[src/logic/rtcs_consts.vh]
/*
 Constants for the RTC serial register port: slave address, state codes,
 timing figures and the cycle counts derived from them.
 Assumes a core clock given in kHz by RTCS_CLK_KHZ.
*/
`ifndef RTCS_CONSTS_VH
`define RTCS_CONSTS_VH

// Core clock rate in kHz, sized to the 24-bit timing counters
`define RTCS_CLK_KHZ 24'h00_2710

// Fixed 7-bit slave address
`define RTCS_DEV_ADDR 7'h51

// Bus transfer timeout in ms, and in core cycles
`define RTCS_TIMEOUT_MS 24'h00_03B6
`define RTCS_TIMEOUT_CYCLES (`RTCS_TIMEOUT_MS * `RTCS_CLK_KHZ)

// Supply return debounce, shortest and longest times in ms, and in core cycles
`define RTCS_DEB_SHORT_MS 24'h00_0001
`define RTCS_DEB_LONG_MS 24'h00_03E8
`define RTCS_DEB_SHORT_CYCLES (`RTCS_DEB_SHORT_MS * `RTCS_CLK_KHZ)
`define RTCS_DEB_LONG_CYCLES (`RTCS_DEB_LONG_MS * `RTCS_CLK_KHZ)

// Protocol state codes
`define RTCS_ST_IDLE 3'h0
`define RTCS_ST_ADDR 3'h1
`define RTCS_ST_RX 3'h2
`define RTCS_ST_ACK 3'h3
`define RTCS_ST_TX 3'h4
`define RTCS_ST_MACK 3'h5
`define RTCS_ST_SKIP 3'h6

`endif

[src/logic/rtcs_sync2.v]
/*
 Two flip-flop synchroniser for a group of asynchronous inputs.
 Assumes the inputs are levels that stay for several core clocks.
*/
`timescale 1ns/10ps
`default_nettype none

module rtcs_sync2 #(
	parameter W = 1,
	parameter [W-1:0] RST_VAL = {W{1'b1}}
) (
	input wire core_clk,
	input wire srst,
	input wire clkEn,
	input wire [W-1:0] asyncIn,
	output reg [W-1:0] syncOut
);

	// First stage, read only by the second
	reg [W-1:0] meta;

	// Both stages start at each line's idle level, so no false edge after reset
	always @(posedge core_clk)
	begin
		if (srst)
		begin
			meta <= RST_VAL;
			syncOut <= RST_VAL;
		end
		else if (clkEn)
		begin
			meta <= asyncIn;
			syncOut <= meta;
		end
	end

endmodule
`default_nettype wire

[src/logic/rtcs_i2c_slave.v]
/*
 Serial two-wire slave port giving an outside bus master byte access
 to the register space of a real-time clock.
 Assumes core_clk well above the bus clock, a register space that answers
 regRdData combinationally from regRdAddr in the same clock, and open-drain
 pads resolved outside from sdaOe.
*/
// What this block does
// [RULE_01] Slave only; clock input, data driven when responding
// [RULE_02] First byte after START is the address
// [RULE_03] Unlimited bytes, eight bits plus acknowledge each
// [RULE_04] Acknowledge every received byte when addressed
// [RULE_05] Master acknowledges read bytes except the last
// [RULE_06] Acknowledger holds data low through clock high
// [RULE_07] After master no-acknowledge, release data line
// [RULE_08] Answer only to address 51h, A2h/A3h
// [RULE_09] Address MSB first, then direction bit
// [RULE_10] Ignore foreign addresses without acknowledge
// [RULE_11] Write ends at STOP or next START
// [RULE_12] First write byte loads pointer; auto-increment
// [RULE_13] Write sequence: address, pointer, data bytes, STOP
// [RULE_14] Random read returns data from written pointer
// [RULE_15] Direct read continues from last address plus one
// [RULE_16] Master finishes each transfer within 950 ms
// [RULE_17] Timeout forces standby until next START
// [RULE_18] Pointer survives STOP and timeout
// [RULE_19] Repeated START acts as STOP then START
// [RULE_20] Backup supply: port released and reset
// [RULE_21] Master re-initialises with STOP, START afterwards
// [RULE_22] Block access for debounce after supply returns
// [RULE_23] Oversample lines; detect START/STOP; drive low only
`timescale 1ns/10ps
`default_nettype none
`include "rtcs_consts.vh"

module rtcs_i2c_slave #(
	parameter [23:0] TIMEOUT_CYCLES = `RTCS_TIMEOUT_CYCLES,
	parameter [23:0] DEB_SHORT_CYCLES = `RTCS_DEB_SHORT_CYCLES,
	parameter [23:0] DEB_LONG_CYCLES = `RTCS_DEB_LONG_CYCLES
) (
	input wire core_clk,
	input wire srst,
	input wire clkEn,
	input wire sclIn,
	input wire sdaIn,
	output reg sdaOut,
	output reg sdaOe,
	input wire backupSupplyState,
	input wire lowVoltageFlag,
	output reg [7:0] regRdAddr,
	input wire [7:0] regRdData,
	output reg regRdStrobe,
	output reg [7:0] regWrAddr,
	output reg [7:0] regWrData,
	output reg regWrStrobe,
	output reg busSelected,
	output reg busBlocked
);

	// Synchronised pins: scl, sda, backup state, low voltage flag
	wire [3:0] pinSync;
	// Sampled bus lines and their values one clock earlier
	wire sclS;
	wire sdaS;
	wire backupS;
	wire lowVoltS;
	reg sclD;
	reg sdaD;
	// Edge and condition strobes
	wire sclRise;
	wire sclFall;
	wire startCond;
	wire stopCond;
	// Protocol state
	reg [2:0] state;
	reg [3:0] bitCnt;
	reg [7:0] rxShift;
	reg [7:0] txShift;
	reg readDir;
	reg pointerNext;
	reg [23:0] busyCnt;
	reg [23:0] debCnt;
	reg backupD;

	// True when the received address byte selects this device
	function addrMatch;
		input [7:0] b;
		begin
			addrMatch = (b[7:1] == `RTCS_DEV_ADDR);
		end
	endfunction

	// Pins pass two flip-flops before use
	// Bus lines idle high, supply state and low voltage flag idle low
	rtcs_sync2 #(
		.W(4),
		.RST_VAL(4'h3)
	) uSync (
		.core_clk(core_clk),
		.srst(srst),
		.clkEn(clkEn),
		.asyncIn({lowVoltageFlag, backupSupplyState, sdaIn, sclIn}),
		.syncOut(pinSync)
	);

	assign sclS = pinSync[0];
	assign sdaS = pinSync[1];
	assign backupS = pinSync[2];
	assign lowVoltS = pinSync[3];

	// Clock line edges, seen through the oversampled copy
	assign sclRise = sclS & ~sclD; // RULE_23
	assign sclFall = ~sclS & sclD; // RULE_23
	// Data edges while clock stays high mark START and STOP
	assign startCond = sclS & sclD & sdaD & ~sdaS; // RULE_23
	assign stopCond = sclS & sclD & ~sdaD & sdaS; // RULE_23

	// Delayed line copies for edge detection
	always @(posedge core_clk)
	begin
		if (srst)
		begin
			sclD <= 1'b1;
			sdaD <= 1'b1;
			backupD <= 1'b0;
		end
		else if (clkEn)
		begin
			sclD <= sclS;
			sdaD <= sdaS;
			backupD <= backupS;
		end
	end

	// Supply return debounce; bus access blocked while it runs
	always @(posedge core_clk)
	begin
		if (srst)
		begin
			debCnt <= 24'h00_0000;
			busBlocked <= 1'b0;
		end
		else if (clkEn)
		begin
			if (backupS)
			begin
				// Backup supply: port disabled
				debCnt <= 24'h00_0000;
				busBlocked <= 1'b1; // RULE_20
			end
			else if (backupD)
			begin
				// Supply just returned: longer wait after low voltage
				debCnt <= lowVoltS ? DEB_LONG_CYCLES : DEB_SHORT_CYCLES; // RULE_22
				busBlocked <= 1'b1; // RULE_22
			end
			else if (debCnt > 24'h00_0001)
			begin
				// Still debouncing
				debCnt <= debCnt - 24'h00_0001; // RULE_22
			end
			else
			begin
				// Debounce over, access allowed again
				debCnt <= 24'h00_0000;
				busBlocked <= 1'b0; // RULE_22
			end
		end
	end

	// Main protocol engine
	always @(posedge core_clk)
	begin
		if (srst)
		begin
			state <= `RTCS_ST_IDLE;
			bitCnt <= 4'h0;
			rxShift <= 8'h00;
			txShift <= 8'hFF;
			readDir <= 1'b0;
			pointerNext <= 1'b0;
			busyCnt <= 24'h00_0000;
			sdaOut <= 1'b0;
			sdaOe <= 1'b0;
			regRdAddr <= 8'h00;
			regRdStrobe <= 1'b0;
			regWrAddr <= 8'h00;
			regWrData <= 8'h00;
			regWrStrobe <= 1'b0;
			busSelected <= 1'b0;
		end
		else if (clkEn)
		begin
			// Pad drives only low; strobes last one clock
			sdaOut <= 1'b0; // RULE_23
			regRdStrobe <= 1'b0;
			regWrStrobe <= 1'b0;
			if (busBlocked || backupS)
			begin
				// Disabled: release line, reset state, keep pointer
				state <= `RTCS_ST_IDLE; // RULE_20
				sdaOe <= 1'b0; // RULE_20
				busSelected <= 1'b0;
				bitCnt <= 4'h0;
				busyCnt <= 24'h00_0000;
			end
			else if (startCond)
			begin
				// START or repeated START: fresh address phase
				state <= `RTCS_ST_ADDR; // RULE_02 RULE_19
				bitCnt <= 4'h0;
				sdaOe <= 1'b0;
				busSelected <= 1'b0;
				busyCnt <= 24'h00_0000;
			end
			else if (stopCond)
			begin
				// STOP ends any transfer, pointer untouched
				state <= `RTCS_ST_IDLE; // RULE_11 RULE_18
				sdaOe <= 1'b0;
				busSelected <= 1'b0;
				busyCnt <= 24'h00_0000;
			end
			else if (state != `RTCS_ST_IDLE && busyCnt >= TIMEOUT_CYCLES - 24'h00_0001)
			begin
				// Transfer too long: standby until next START
				state <= `RTCS_ST_IDLE; // RULE_17 RULE_18
				sdaOe <= 1'b0; // RULE_17
				busSelected <= 1'b0;
				busyCnt <= 24'h00_0000;
			end
			else
			begin
				// Transfer time runs from START
				if (state != `RTCS_ST_IDLE)
					busyCnt <= busyCnt + 24'h00_0001; // RULE_17
				case (state)
				`RTCS_ST_ADDR, `RTCS_ST_RX:
				begin
					// Receive eight bits, MSB first
					if (sclRise && bitCnt < 4'h8)
					begin
						rxShift <= {rxShift[6:0], sdaS}; // RULE_09
						bitCnt <= bitCnt + 4'h1; // RULE_03
					end
					else if (sclFall && bitCnt == 4'h8)
					begin
						bitCnt <= 4'h0;
						if (state == `RTCS_ST_ADDR)
						begin
							if (addrMatch(rxShift))
							begin
								// Selected: acknowledge, note direction
								readDir <= rxShift[0]; // RULE_08 RULE_09
								pointerNext <= ~rxShift[0]; // RULE_12
								busSelected <= 1'b1;
								sdaOe <= 1'b1; // RULE_04 RULE_06
								state <= `RTCS_ST_ACK;
							end
							else
							begin
								// Foreign address: stay silent
								state <= `RTCS_ST_SKIP; // RULE_10
							end
						end
						else
						begin
							if (pointerNext)
							begin
								// First byte of a write loads the pointer
								regRdAddr <= rxShift; // RULE_12 RULE_13
								pointerNext <= 1'b0;
							end
							else
							begin
								// Data byte written, pointer advances
								regWrAddr <= regRdAddr; // RULE_13
								regWrData <= rxShift;
								regWrStrobe <= 1'b1;
								regRdAddr <= regRdAddr + 8'h01; // RULE_12
							end
							sdaOe <= 1'b1; // RULE_04 RULE_06
							state <= `RTCS_ST_ACK;
						end
					end
				end
				`RTCS_ST_ACK:
				begin
					// After a received byte, hold low over the whole ninth clock; after a master acknowledge, only wait for its fall
					if (sclFall)
					begin
						if (readDir)
						begin
							// Load byte at pointer, drive its MSB
							txShift <= regRdData; // RULE_14 RULE_15
							regRdStrobe <= 1'b1;
							regRdAddr <= regRdAddr + 8'h01; // RULE_15
							sdaOe <= ~regRdData[7];
							state <= `RTCS_ST_TX;
						end
						else
						begin
							// Release, next byte from master
							sdaOe <= 1'b0; // RULE_06
							state <= `RTCS_ST_RX; // RULE_03
						end
						bitCnt <= 4'h0;
					end
				end
				`RTCS_ST_TX:
				begin
					// Shift out eight bits, change data while clock low
					if (sclRise)
						bitCnt <= bitCnt + 4'h1; // RULE_03
					else if (sclFall)
					begin
						if (bitCnt == 4'h8)
						begin
							// Release for the master acknowledge
							sdaOe <= 1'b0;
							state <= `RTCS_ST_MACK;
						end
						else
						begin
							txShift <= {txShift[6:0], 1'b1};
							sdaOe <= ~txShift[6]; // RULE_01
						end
					end
				end
				`RTCS_ST_MACK:
				begin
					// Sample the master acknowledge on the rising edge
					if (sclRise)
					begin
						if (sdaS)
						begin
							// No acknowledge: last byte, line stays released
							state <= `RTCS_ST_SKIP; // RULE_05 RULE_07
						end
						else
							state <= `RTCS_ST_ACK; // RULE_05
					end
				end
				`RTCS_ST_SKIP:
				begin
					// Silent until STOP or START
					sdaOe <= 1'b0; // RULE_07 RULE_10
				end
				default:
				begin
					// Idle: line released
					sdaOe <= 1'b0; // RULE_01
					busSelected <= 1'b0;
				end
				endcase
			end
		end
	end

endmodule
`default_nettype wire

[config.mk]
export PLATFORM = sky130hd
export DESIGN_NAME = rtcs_i2c_slave
export DESIGN_NICKNAME = d
export VERILOG_FILES = /design/src/logic/rtcs_sync2.v /design/src/logic/rtcs_i2c_slave.v
export VERILOG_INCLUDE_DIRS = /design/src /design/src/logic
export SDC_FILE = /design/constraint.sdc
export NUM_CORES = 1
export LEC_CHECK = 0
export BUFFER_PORTS_ARGS = -buffer_cell sky130_fd_sc_hd__buf_2
export CORE_UTILIZATION = 50
export CTS_BUF_LIST = sky130_fd_sc_hd__clkbuf_8 sky130_fd_sc_hd__clkbuf_16
export DETAILED_ROUTE_END_ITERATION = 12
export GPL_TIMING_DRIVEN = 0
export MAX_ROUTING_LAYER = met4
export PLACE_DENSITY = 0.68
export SETUP_SLACK_MARGIN = 0.05
export SYNTH_ARGS = -nofsm -noshare
export SYNTH_HDL_FRONTEND = slang
export SYNTH_SLANG_ARGS = --single-unit
[constraint.sdc]
create_clock -name core_clk -period 6 [get_ports core_clk]
set_clock_uncertainty 0.15 [all_clocks]
set_input_delay 0.6 -clock core_clk [delete_from_list [all_inputs] [get_ports core_clk]]
set_output_delay 0.6 -clock core_clk [all_outputs]
set_load 0.02 [all_outputs]
==> Yosys cells after proc, flatten, opt, wreduce, memory -nomap -nowiden <==
Cells that the tools add are included.
{ "classes": {"add_sub_neg": 4, "order_cmp": 3, "eq_ne": 35, "n_mux": 90, "bitwise": 21, "n_reduce_logical": 24} }
{ "op_table": {"columns": ["op", "n"], "rows": [
  ["2-to-1 mux 24 bit", 9],
  ["inequality test 6 bit, second input constant", 9],
  ["2-to-1 mux 8 bit", 6],
  ["2-to-1 mux 3 bit", 15],
  ["2-to-1 mux 1 bit", 41],
  ["2-to-1 mux 7 bit", 5],
  ["2-to-1 mux 4 bit", 8],
  ["adder 24 x 1 -> 24 bit, second input constant", 1],
  ["greater-or-equal comparator 24 bit, second input constant", 1],
  ["greater-than comparator 24 x 1 -> 1 bit, second input constant", 1],
  ["subtractor 24 x 1 -> 24 bit, second input constant", 1],
  ["AND reduction 11 bit", 2],
  ["AND reduction 10 bit", 2],
  ["AND reduction 9 bit", 2],
  ["inequality test 2 bit, second input constant", 8],
  ["case mux 8 bit (2 select lines)", 1],
  ["NOT 1 bit", 14],
  ["case mux 7 bit (2 select lines)", 1],
  ["AND reduction 7 bit", 2],
  ["case mux 3 bit (4 select lines)", 1],
  ["case mux 4 bit (3 select lines)", 1],
  ["inequality test 5 bit, second input constant", 2],
  ["nonzero test 5 bit", 2],
  ["equality test 3 bit, second input constant", 3],
  ["26 further kinds", 39]
]} }
{ "word_totals": {"register_bits": 112, "out_inout_bits": 30, "wordCells": 198} }

==> Logic depth before layout (Yosys ltp) <==
{ "depth": {"depth_word": 10, "mapped_depth": 9, "depth_no_buf": 8} }

==> Modules after synthesis <==
A second synthesis with hierarchy kept.
{ "hier_totals": {"hier_cells": 705, "area_unflattened_um2": 5933.2} }
{ "by_module_without_submodules": {"columns": ["module", "n_inst", "cells_each", "area_each_um2"], "rows": [
  ["rtcs_i2c_slave", 1, 679, 5636.7],
  ["rtcs_sync2", 1, 26, 296.5]
]} }

==> Least setup slack after synthesis <==
Ideal clock, no wire load.
{ "synth_path": {"kind": "register to register", "startpoint": "reg busyCnt[0]", "endpoint": "reg bitCnt[2]", "setup_ps": 116, "arrival_ps": 2188, "slack_ps": 3546, "path_stages_with_launch": 8, "path_buffers": 0, "period_less_slack_ps": 2454, "path_cell_list": "dfxtp_1 > ha_1 > and4_1 > o311a_1 > a32o_2 > nand4b_1 > a221o_1 > a31o_2"} }
{ "synth_via": {"elab_chain_cells": 4} }
{ "synth_rtl": {"columns": ["item", "line", "source"], "rows": [
  ["start: declaration", "rtcs_i2c_slave.v:81", "reg [23:0] busyCnt;"],
  ["start signal: assignment", "rtcs_i2c_slave.v:236", "busyCnt <= busyCnt + 24'h00_0001;"],
  ["greater-or-equal comparator 24 bit", "rtcs_i2c_slave.v:224", "else if (state != `RTCS_ST_IDLE && busyCnt >= TIMEOUT_CYCLES - 24'h00_0001)"],
  ["logical AND 1 bit", "rtcs_i2c_slave.v:224", null],
  ["inequality test 3 bit (no line)", null, null],
  ["AND reduction 7 bit (no line)", null, null],
  ["end signal: assignment", "rtcs_i2c_slave.v:244", "bitCnt <= bitCnt + 4'h1;"],
  ["end signal: assignment", "rtcs_i2c_slave.v:314", "bitCnt <= bitCnt + 4'h1;"],
  ["end: declaration", "rtcs_i2c_slave.v:76", "reg [3:0] bitCnt;"]
]} }
No other way between the ends.
A chain may end at the register's enable or synchronous reset.

==> Final worst setup path <==
{ "layout_path": {"startpoint": "reg busyCnt[10]", "endpoint": "reg busyCnt[11]"} }
{ "layout_via": {"elab_chain_cells": 6, "elab_cells_between_ends": 10, "classes_between": "add/sub (1); order compare (1); mux (5); reduce/logical (3)"} }
{ "layout_rtl": {"columns": ["item", "line", "source"], "rows": [
  ["adder 24 x 1 -> 24 bit or greater-or-equal comparator 24 bit (tied branches)", "rtcs_i2c_slave.v:236, rtcs_i2c_slave.v:224", null],
  ["2-to-1 mux 24 bit or logical AND 1 bit (tied branches)", "rtcs_i2c_slave.v:235, rtcs_i2c_slave.v:224", null],
  ["2-to-1 mux 24 bit", "rtcs_i2c_slave.v:224", null],
  ["2-to-1 mux 24 bit", "rtcs_i2c_slave.v:216", "else if (stopCond)"],
  ["2-to-1 mux 24 bit", "rtcs_i2c_slave.v:207", "else if (startCond)"],
  ["2-to-1 mux 24 bit", "rtcs_i2c_slave.v:198", "if (busBlocked || backupS)"]
]} }
Parallel ways exist; a longest one is shown, timed or not. The select of a mux whose other input is x is not followed.

==> report_table.html <==
<table>
<tr><th>Metric</th><th>Value</th></tr>
<tr><th colspan="2">Status</th></tr>
<tr><td>Result of the run</td><td>finished clean</td></tr>
<tr><th colspan="2">Timing</th></tr>
<tr><td>Worst slew margin relative to its limit</td><td>0.522</td></tr>
<tr><td>Max Fclk</td><td>between 300 and 400 MHz</td></tr>
<tr><td>Count of endpoints failing setup in the final report</td><td>0</td></tr>
<tr><td>Final critical path time including I/O delays and setup</td><td>2990 ps</td></tr>
<tr><td>RSZ-0062 raised after global routing</td><td>false</td></tr>
<tr><td>Final hold violation count</td><td>0</td></tr>
<tr><td>Transition time at the pin with the least slew margin</td><td>just over 700 ps</td></tr>
<tr><td>Final Slew Violations</td><td>0</td></tr>
<tr><td>Tcrit/Tclk final</td><td>0.499</td></tr>
<tr><td>Final worst hold slack</td><td>a little over 300 ps</td></tr>
<tr><td>Final-layout setup total negative slack</td><td>0 ps</td></tr>
<tr><th colspan="2">Critical path</th></tr>
<tr><td>Worst path cell trace</td><td>nor4bb_1 -&gt; nor4b_1 -&gt; a32o_2 -&gt; a21oi_1 -&gt; o21ai_1 -&gt; clkbuf_1 -&gt; nor2_1</td></tr>
<tr><td>Startpoint type of the worst setup path</td><td>register</td></tr>
<tr><td>Slowest Stage Delay on Critical Path</td><td>a little over 500 ps</td></tr>
<tr><td>Worst path top cell family by delay</td><td>compound AO/OA/AOI/OAI gates</td></tr>
<tr><td>Bufs and invs on worst path</td><td>1</td></tr>
<tr><td>Reg2Reg Depth</td><td>7</td></tr>
<tr><td>Stages on worst setup path</td><td>7</td></tr>
<tr><td>Crit Path Class</td><td>reg -&gt; reg</td></tr>
<tr><td>Slowest cell on crit path</td><td>sky130_fd_sc_hd__nor4bb_1</td></tr>
<tr><td>Critical path peak fanout</td><td>10</td></tr>
<tr><td>Signal arrival time at the worst endpoint</td><td>just over 3000 ps</td></tr>
<tr><td>Endpoint required time on the critical path</td><td>~6100 ps</td></tr>
<tr><td>Endpoint type of the worst setup path</td><td>register</td></tr>
<tr><th colspan="2">Placement</th></tr>
<tr><td>I/O Buffers</td><td>42</td></tr>
<tr><td>Cell count after placement</td><td>slightly below 900</td></tr>
<tr><td>Global placement routability congestion</td><td>slightly above 1</td></tr>
<tr><td>Hpwl dp</td><td>10,800 um</td></tr>
<tr><th colspan="2">Logic synthesis</th></tr>
<tr><td>Post-synth design cell area</td><td>~0.0057 mm2</td></tr>
<tr><td>Top post-synthesis cells by area</td><td>sky130_fd_sc_hd__dfxtp_1, sky130_fd_sc_hd__mux2i_1, sky130_fd_sc_hd__nor2_1</td></tr>
<tr><td>Count of flip-flops with a built-in enable after synthesis</td><td>0</td></tr>
<tr><td>Most instantiated flip-flop cell in the synthesis netlist</td><td>sky130_fd_sc_hd__dfxtp_1</td></tr>
<tr><td>Sequential area share after synthesis</td><td>0.392</td></tr>
<tr><td>Instance count of the mapped netlist</td><td>a little under 700</td></tr>
<tr><td>Cell type with the largest total area after synthesis</td><td>sky130_fd_sc_hd__dfxtp_1</td></tr>
<tr><td>Total number of yosys warnings</td><td>0</td></tr>
<tr><td>Area share of the largest cell type after synthesis</td><td>0.392</td></tr>
<tr><td>Async set-or-reset flop fraction in the synthesized netlist</td><td>0</td></tr>
<tr><td>Number of library cell types mapped by synthesis</td><td>72</td></tr>
<tr><td>Synthesized Nets</td><td>713</td></tr>
<tr><td>Number of storage elements in the synthesis netlist</td><td>roughly 110</td></tr>
<tr><td>Avg Inst Size Synth</td><td>around 8.3 um2</td></tr>
<tr><th colspan="2">CTS</th></tr>
<tr><td>Max Root-Sink Buffers</td><td>2</td></tr>
<tr><td>Number of clock sinks</td><td>around 110</td></tr>
<tr><td>Maximum level of the CTS H-tree</td><td>3</td></tr>
<tr><td>Clk slew on worst S/H paths</td><td>about 70 ps</td></tr>
<tr><td>Clk Tree Root Cell</td><td>sky130_fd_sc_hd__clkbuf_16</td></tr>
<tr><td>CTS Hold Buffers Added</td><td>0</td></tr>
<tr><td>Clock insertion delay at the later pin of the skew report</td><td>around 360 ps</td></tr>
<tr><td>Number of gates resized after cts</td><td>0</td></tr>
<tr><td>TritonCTS clock tree</td><td>yes</td></tr>
<tr><td>Inserted Clock Buffers</td><td>9</td></tr>
<tr><td>Buffers inserted during post-CTS setup optimization</td><td>0</td></tr>
<tr><th colspan="2">Cells and area</th></tr>
<tr><td>Final-layout fill cell count</td><td>between 1,000 and 1,500</td></tr>
<tr><td>Area added between synthesis and finish</td><td>12.9%</td></tr>
<tr><td>Net count, final</td><td>between 700 and 800</td></tr>
<tr><td>Post-route insts no fill</td><td>just under 900</td></tr>
<tr><td>Leading cell type in the layout, fill and taps excluded</td><td>sky130_fd_sc_hd__dfxtp_1</td></tr>
<tr><td>Ratio of cells with drive above 1 in the final layout</td><td>0.115</td></tr>
<tr><td>Leading cell types in the layout, fill and taps excluded</td><td>sky130_fd_sc_hd__dfxtp_1, sky130_fd_sc_hd__nor2_1, sky130_fd_sc_hd__nand2_1, sky130_fd_sc_hd__buf_2, sky130_fd_sc_hd__mux2i_1</td></tr>
<tr><td>Number of inserted diodes</td><td>0</td></tr>
<tr><th colspan="2">Route</th></tr>
<tr><td>Post-detailed-route wirelength per cell</td><td>approximately 17 um</td></tr>
<tr><td>Via Count</td><td>5,280</td></tr>
<tr><td>Number of design rule violations left after detail routing</td><td>0</td></tr>
<tr><td>Routed via count divided by cell count</td><td>5.93</td></tr>
<tr><td>Total wirelength of the detailed-routed design</td><td>14,800 um</td></tr>
<tr><td>Detailed Routing Iterations Pass 1</td><td>7</td></tr>
<tr><td>Violation count after the first detailed-route iteration</td><td>between 400 and 500</td></tr>
<tr><td>Remaining number of nets flagged by the antenna check after routing</td><td>0</td></tr>
<tr><th colspan="2">Pwr</th></tr>
<tr><td>Pwr per Cell Area</td><td>about 340 mW/mm2</td></tr>
<tr><td>Leakage</td><td>roughly 2.6 nW</td></tr>
<tr><td>Final Power</td><td>between 2 and 2.5 mW</td></tr>
<tr><td>Worst supply voltage drop on vdd</td><td>about 400 uV</td></tr>
<tr><td>Register share of total power</td><td>0.401</td></tr>
<tr><td>Fraction of power spent switching nets</td><td>0.329</td></tr>
<tr><td>Power dissipated by switching net loads</td><td>0.729 mW</td></tr>
<tr><td>Gate power share</td><td>0.279</td></tr>
<tr><td>Clock share of power</td><td>0.320</td></tr>
<tr><td>Internal portion of total power</td><td>1.49 mW</td></tr>
<tr><th colspan="2">Floorplanning</th></tr>
<tr><td>Die X</td><td>between 100 and 150 um</td></tr>
<tr><td>Total Die Area</td><td>~0.012 mm2</td></tr>
<tr><td>Area of the core region</td><td>around 0.011 mm2</td></tr>
<tr><td>Std cell rows</td><td>38</td></tr>
<tr><td>Boundary Pins</td><td>between 40 and 50</td></tr>
<tr><td>Effective utilization at floorplan</td><td>0.521</td></tr>
<tr><td>Die Span Y</td><td>roughly 110 um</td></tr>
<tr><th colspan="2">Global routing</th></tr>
<tr><td>Global route overflow</td><td>0</td></tr>
<tr><td>Largest net degree at the start of global routing</td><td>19</td></tr>
<tr><td>Global-route usage over all layers</td><td>0.273</td></tr>
<tr><td>Global-route wire length before repair</td><td>approximately 24,000 um</td></tr>
<tr><td>Antenna violations before repair</td><td>0</td></tr>
<tr><td>Via count of the first global-routing pass</td><td>around 5,000</td></tr>
<tr><th colspan="2">Min path</th></tr>
<tr><td>Hold depth</td><td>3</td></tr>
<tr><td>Hold Crit Class</td><td>in -&gt; reg</td></tr>
<tr><th colspan="2">Flow run</th></tr>
<tr><td>Max capacitance violation total</td><td>0</td></tr>
</table>
## stage by stage
step | utilization | cell area (um2) | setup WS, ps
floorplan | - | 5720 | 3550
global placement | 0.556 | 6110 | 3120
detailed placement | 0.556 | 6110 | 3120
CTS | 0.589 | 6460 | 3100
global route | 0.589 | 6460 | 2820
finish | 0.589 | 6460 | 3010
## Yosys cell counts, drive strengths merged, types with 7 or more instances
| library cell | count |
|---|---|
| dfxtp | 112 |
| inv | 14 |
| mux2i | 41 |
| nor4 | 16 |
| nand4 | 13 |
| o21ai | 23 |
| a21oi | 34 |
| or3 | 14 |
| nor3 | 24 |
| nor2 | 101 |
| and3 | 14 |
| clkbuf | 28 |
| o211ai | 10 |
| buf | 10 |
| nand3 | 33 |
| nand2 | 68 |
| xnor2 | 14 |
| xor2 | 22 |
| nor2b | 7 |
## worst register-to-register path: stages, from the launching register on
cell                       delay, ps
sky130_fd_sc_hd__dfxtp_1         410
sky130_fd_sc_hd__nor4bb_1        510
sky130_fd_sc_hd__nor4b_1         330
sky130_fd_sc_hd__a32o_2          280
sky130_fd_sc_hd__a21oi_1         260
sky130_fd_sc_hd__o21ai_1         420
sky130_fd_sc_hd__clkbuf_1        400
sky130_fd_sc_hd__nor2_1          120
## cell type report
type,instances,area [um2],share of cell area
Buffer,38,158,0.0244
Clock buffer,10,239,0.0370
Clock inverter,6,115,0.0178
Inverter,14,52.6,0.00813
Multi-Input combinational cell,528,3270,0.506
Sequential cell,112,2240,0.347
Tap cell,140,175,0.0271
Timing Repair Buffer,42,210,0.0325
## routing by layer
layer	wire, um	global-route usage	up-vias
li1	-	-	2591
met3	748	0.0556	18
met2	6920	0.437	158
met4	244	0.0888	0
met1	6870	0.344	2513
met5	0	-	-
## state kept, by name (all words and copies together) (netlist names), 3 cells and up
name / flops
state: 3
regWrData: 8
busyCnt: 24
txShift: 7
regRdAddr: 8
bitCnt: 4
uSync.meta: 4
regWrAddr: 8
debCnt: 24
rxShift: 8
uSync.syncOut: 4
## kinds of logic after synthesis
logic type,count (synthesis),synth area share
muxes,41,0.0717
other,1,0.000655
adders and majority gates,6,0.0131
and+or+nand+nor,325,0.289
xor gates and xnor gates,36,0.0551
buffers and inverters,52,0.0367
AOI/OAI and AO/OA,119,0.143
DFF,112,0.392
## power by group through the flow
| stage | clock (mW) | combinational (mW) | sequential (mW) |
|---|---|---|---|
| finish | 0.709 | 0.618 | 0.889 |
| global route | 0.747 | 0.692 | 0.900 |
| CTS | 0.721 | 0.612 | 0.888 |
| detailed placement | 0 | 0.607 | 0.903 |
| global placement | 0 | 0.598 | 0.899 |
| floorplan | 0 | 0.490 | 0.886 |
## worst paths after layout
kind	from	endpoint	slack [ps]
worst min-delay path	sclIn	uSync.meta[0]	310
worst max-delay path	busyCnt[10]	busyCnt[11]	3010
worst max register to register	busyCnt[10]	busyCnt[11]	3010
worst min register to register	sdaOe	sdaOe	320
No activity file was read; power rests on OpenSTA's default activity.
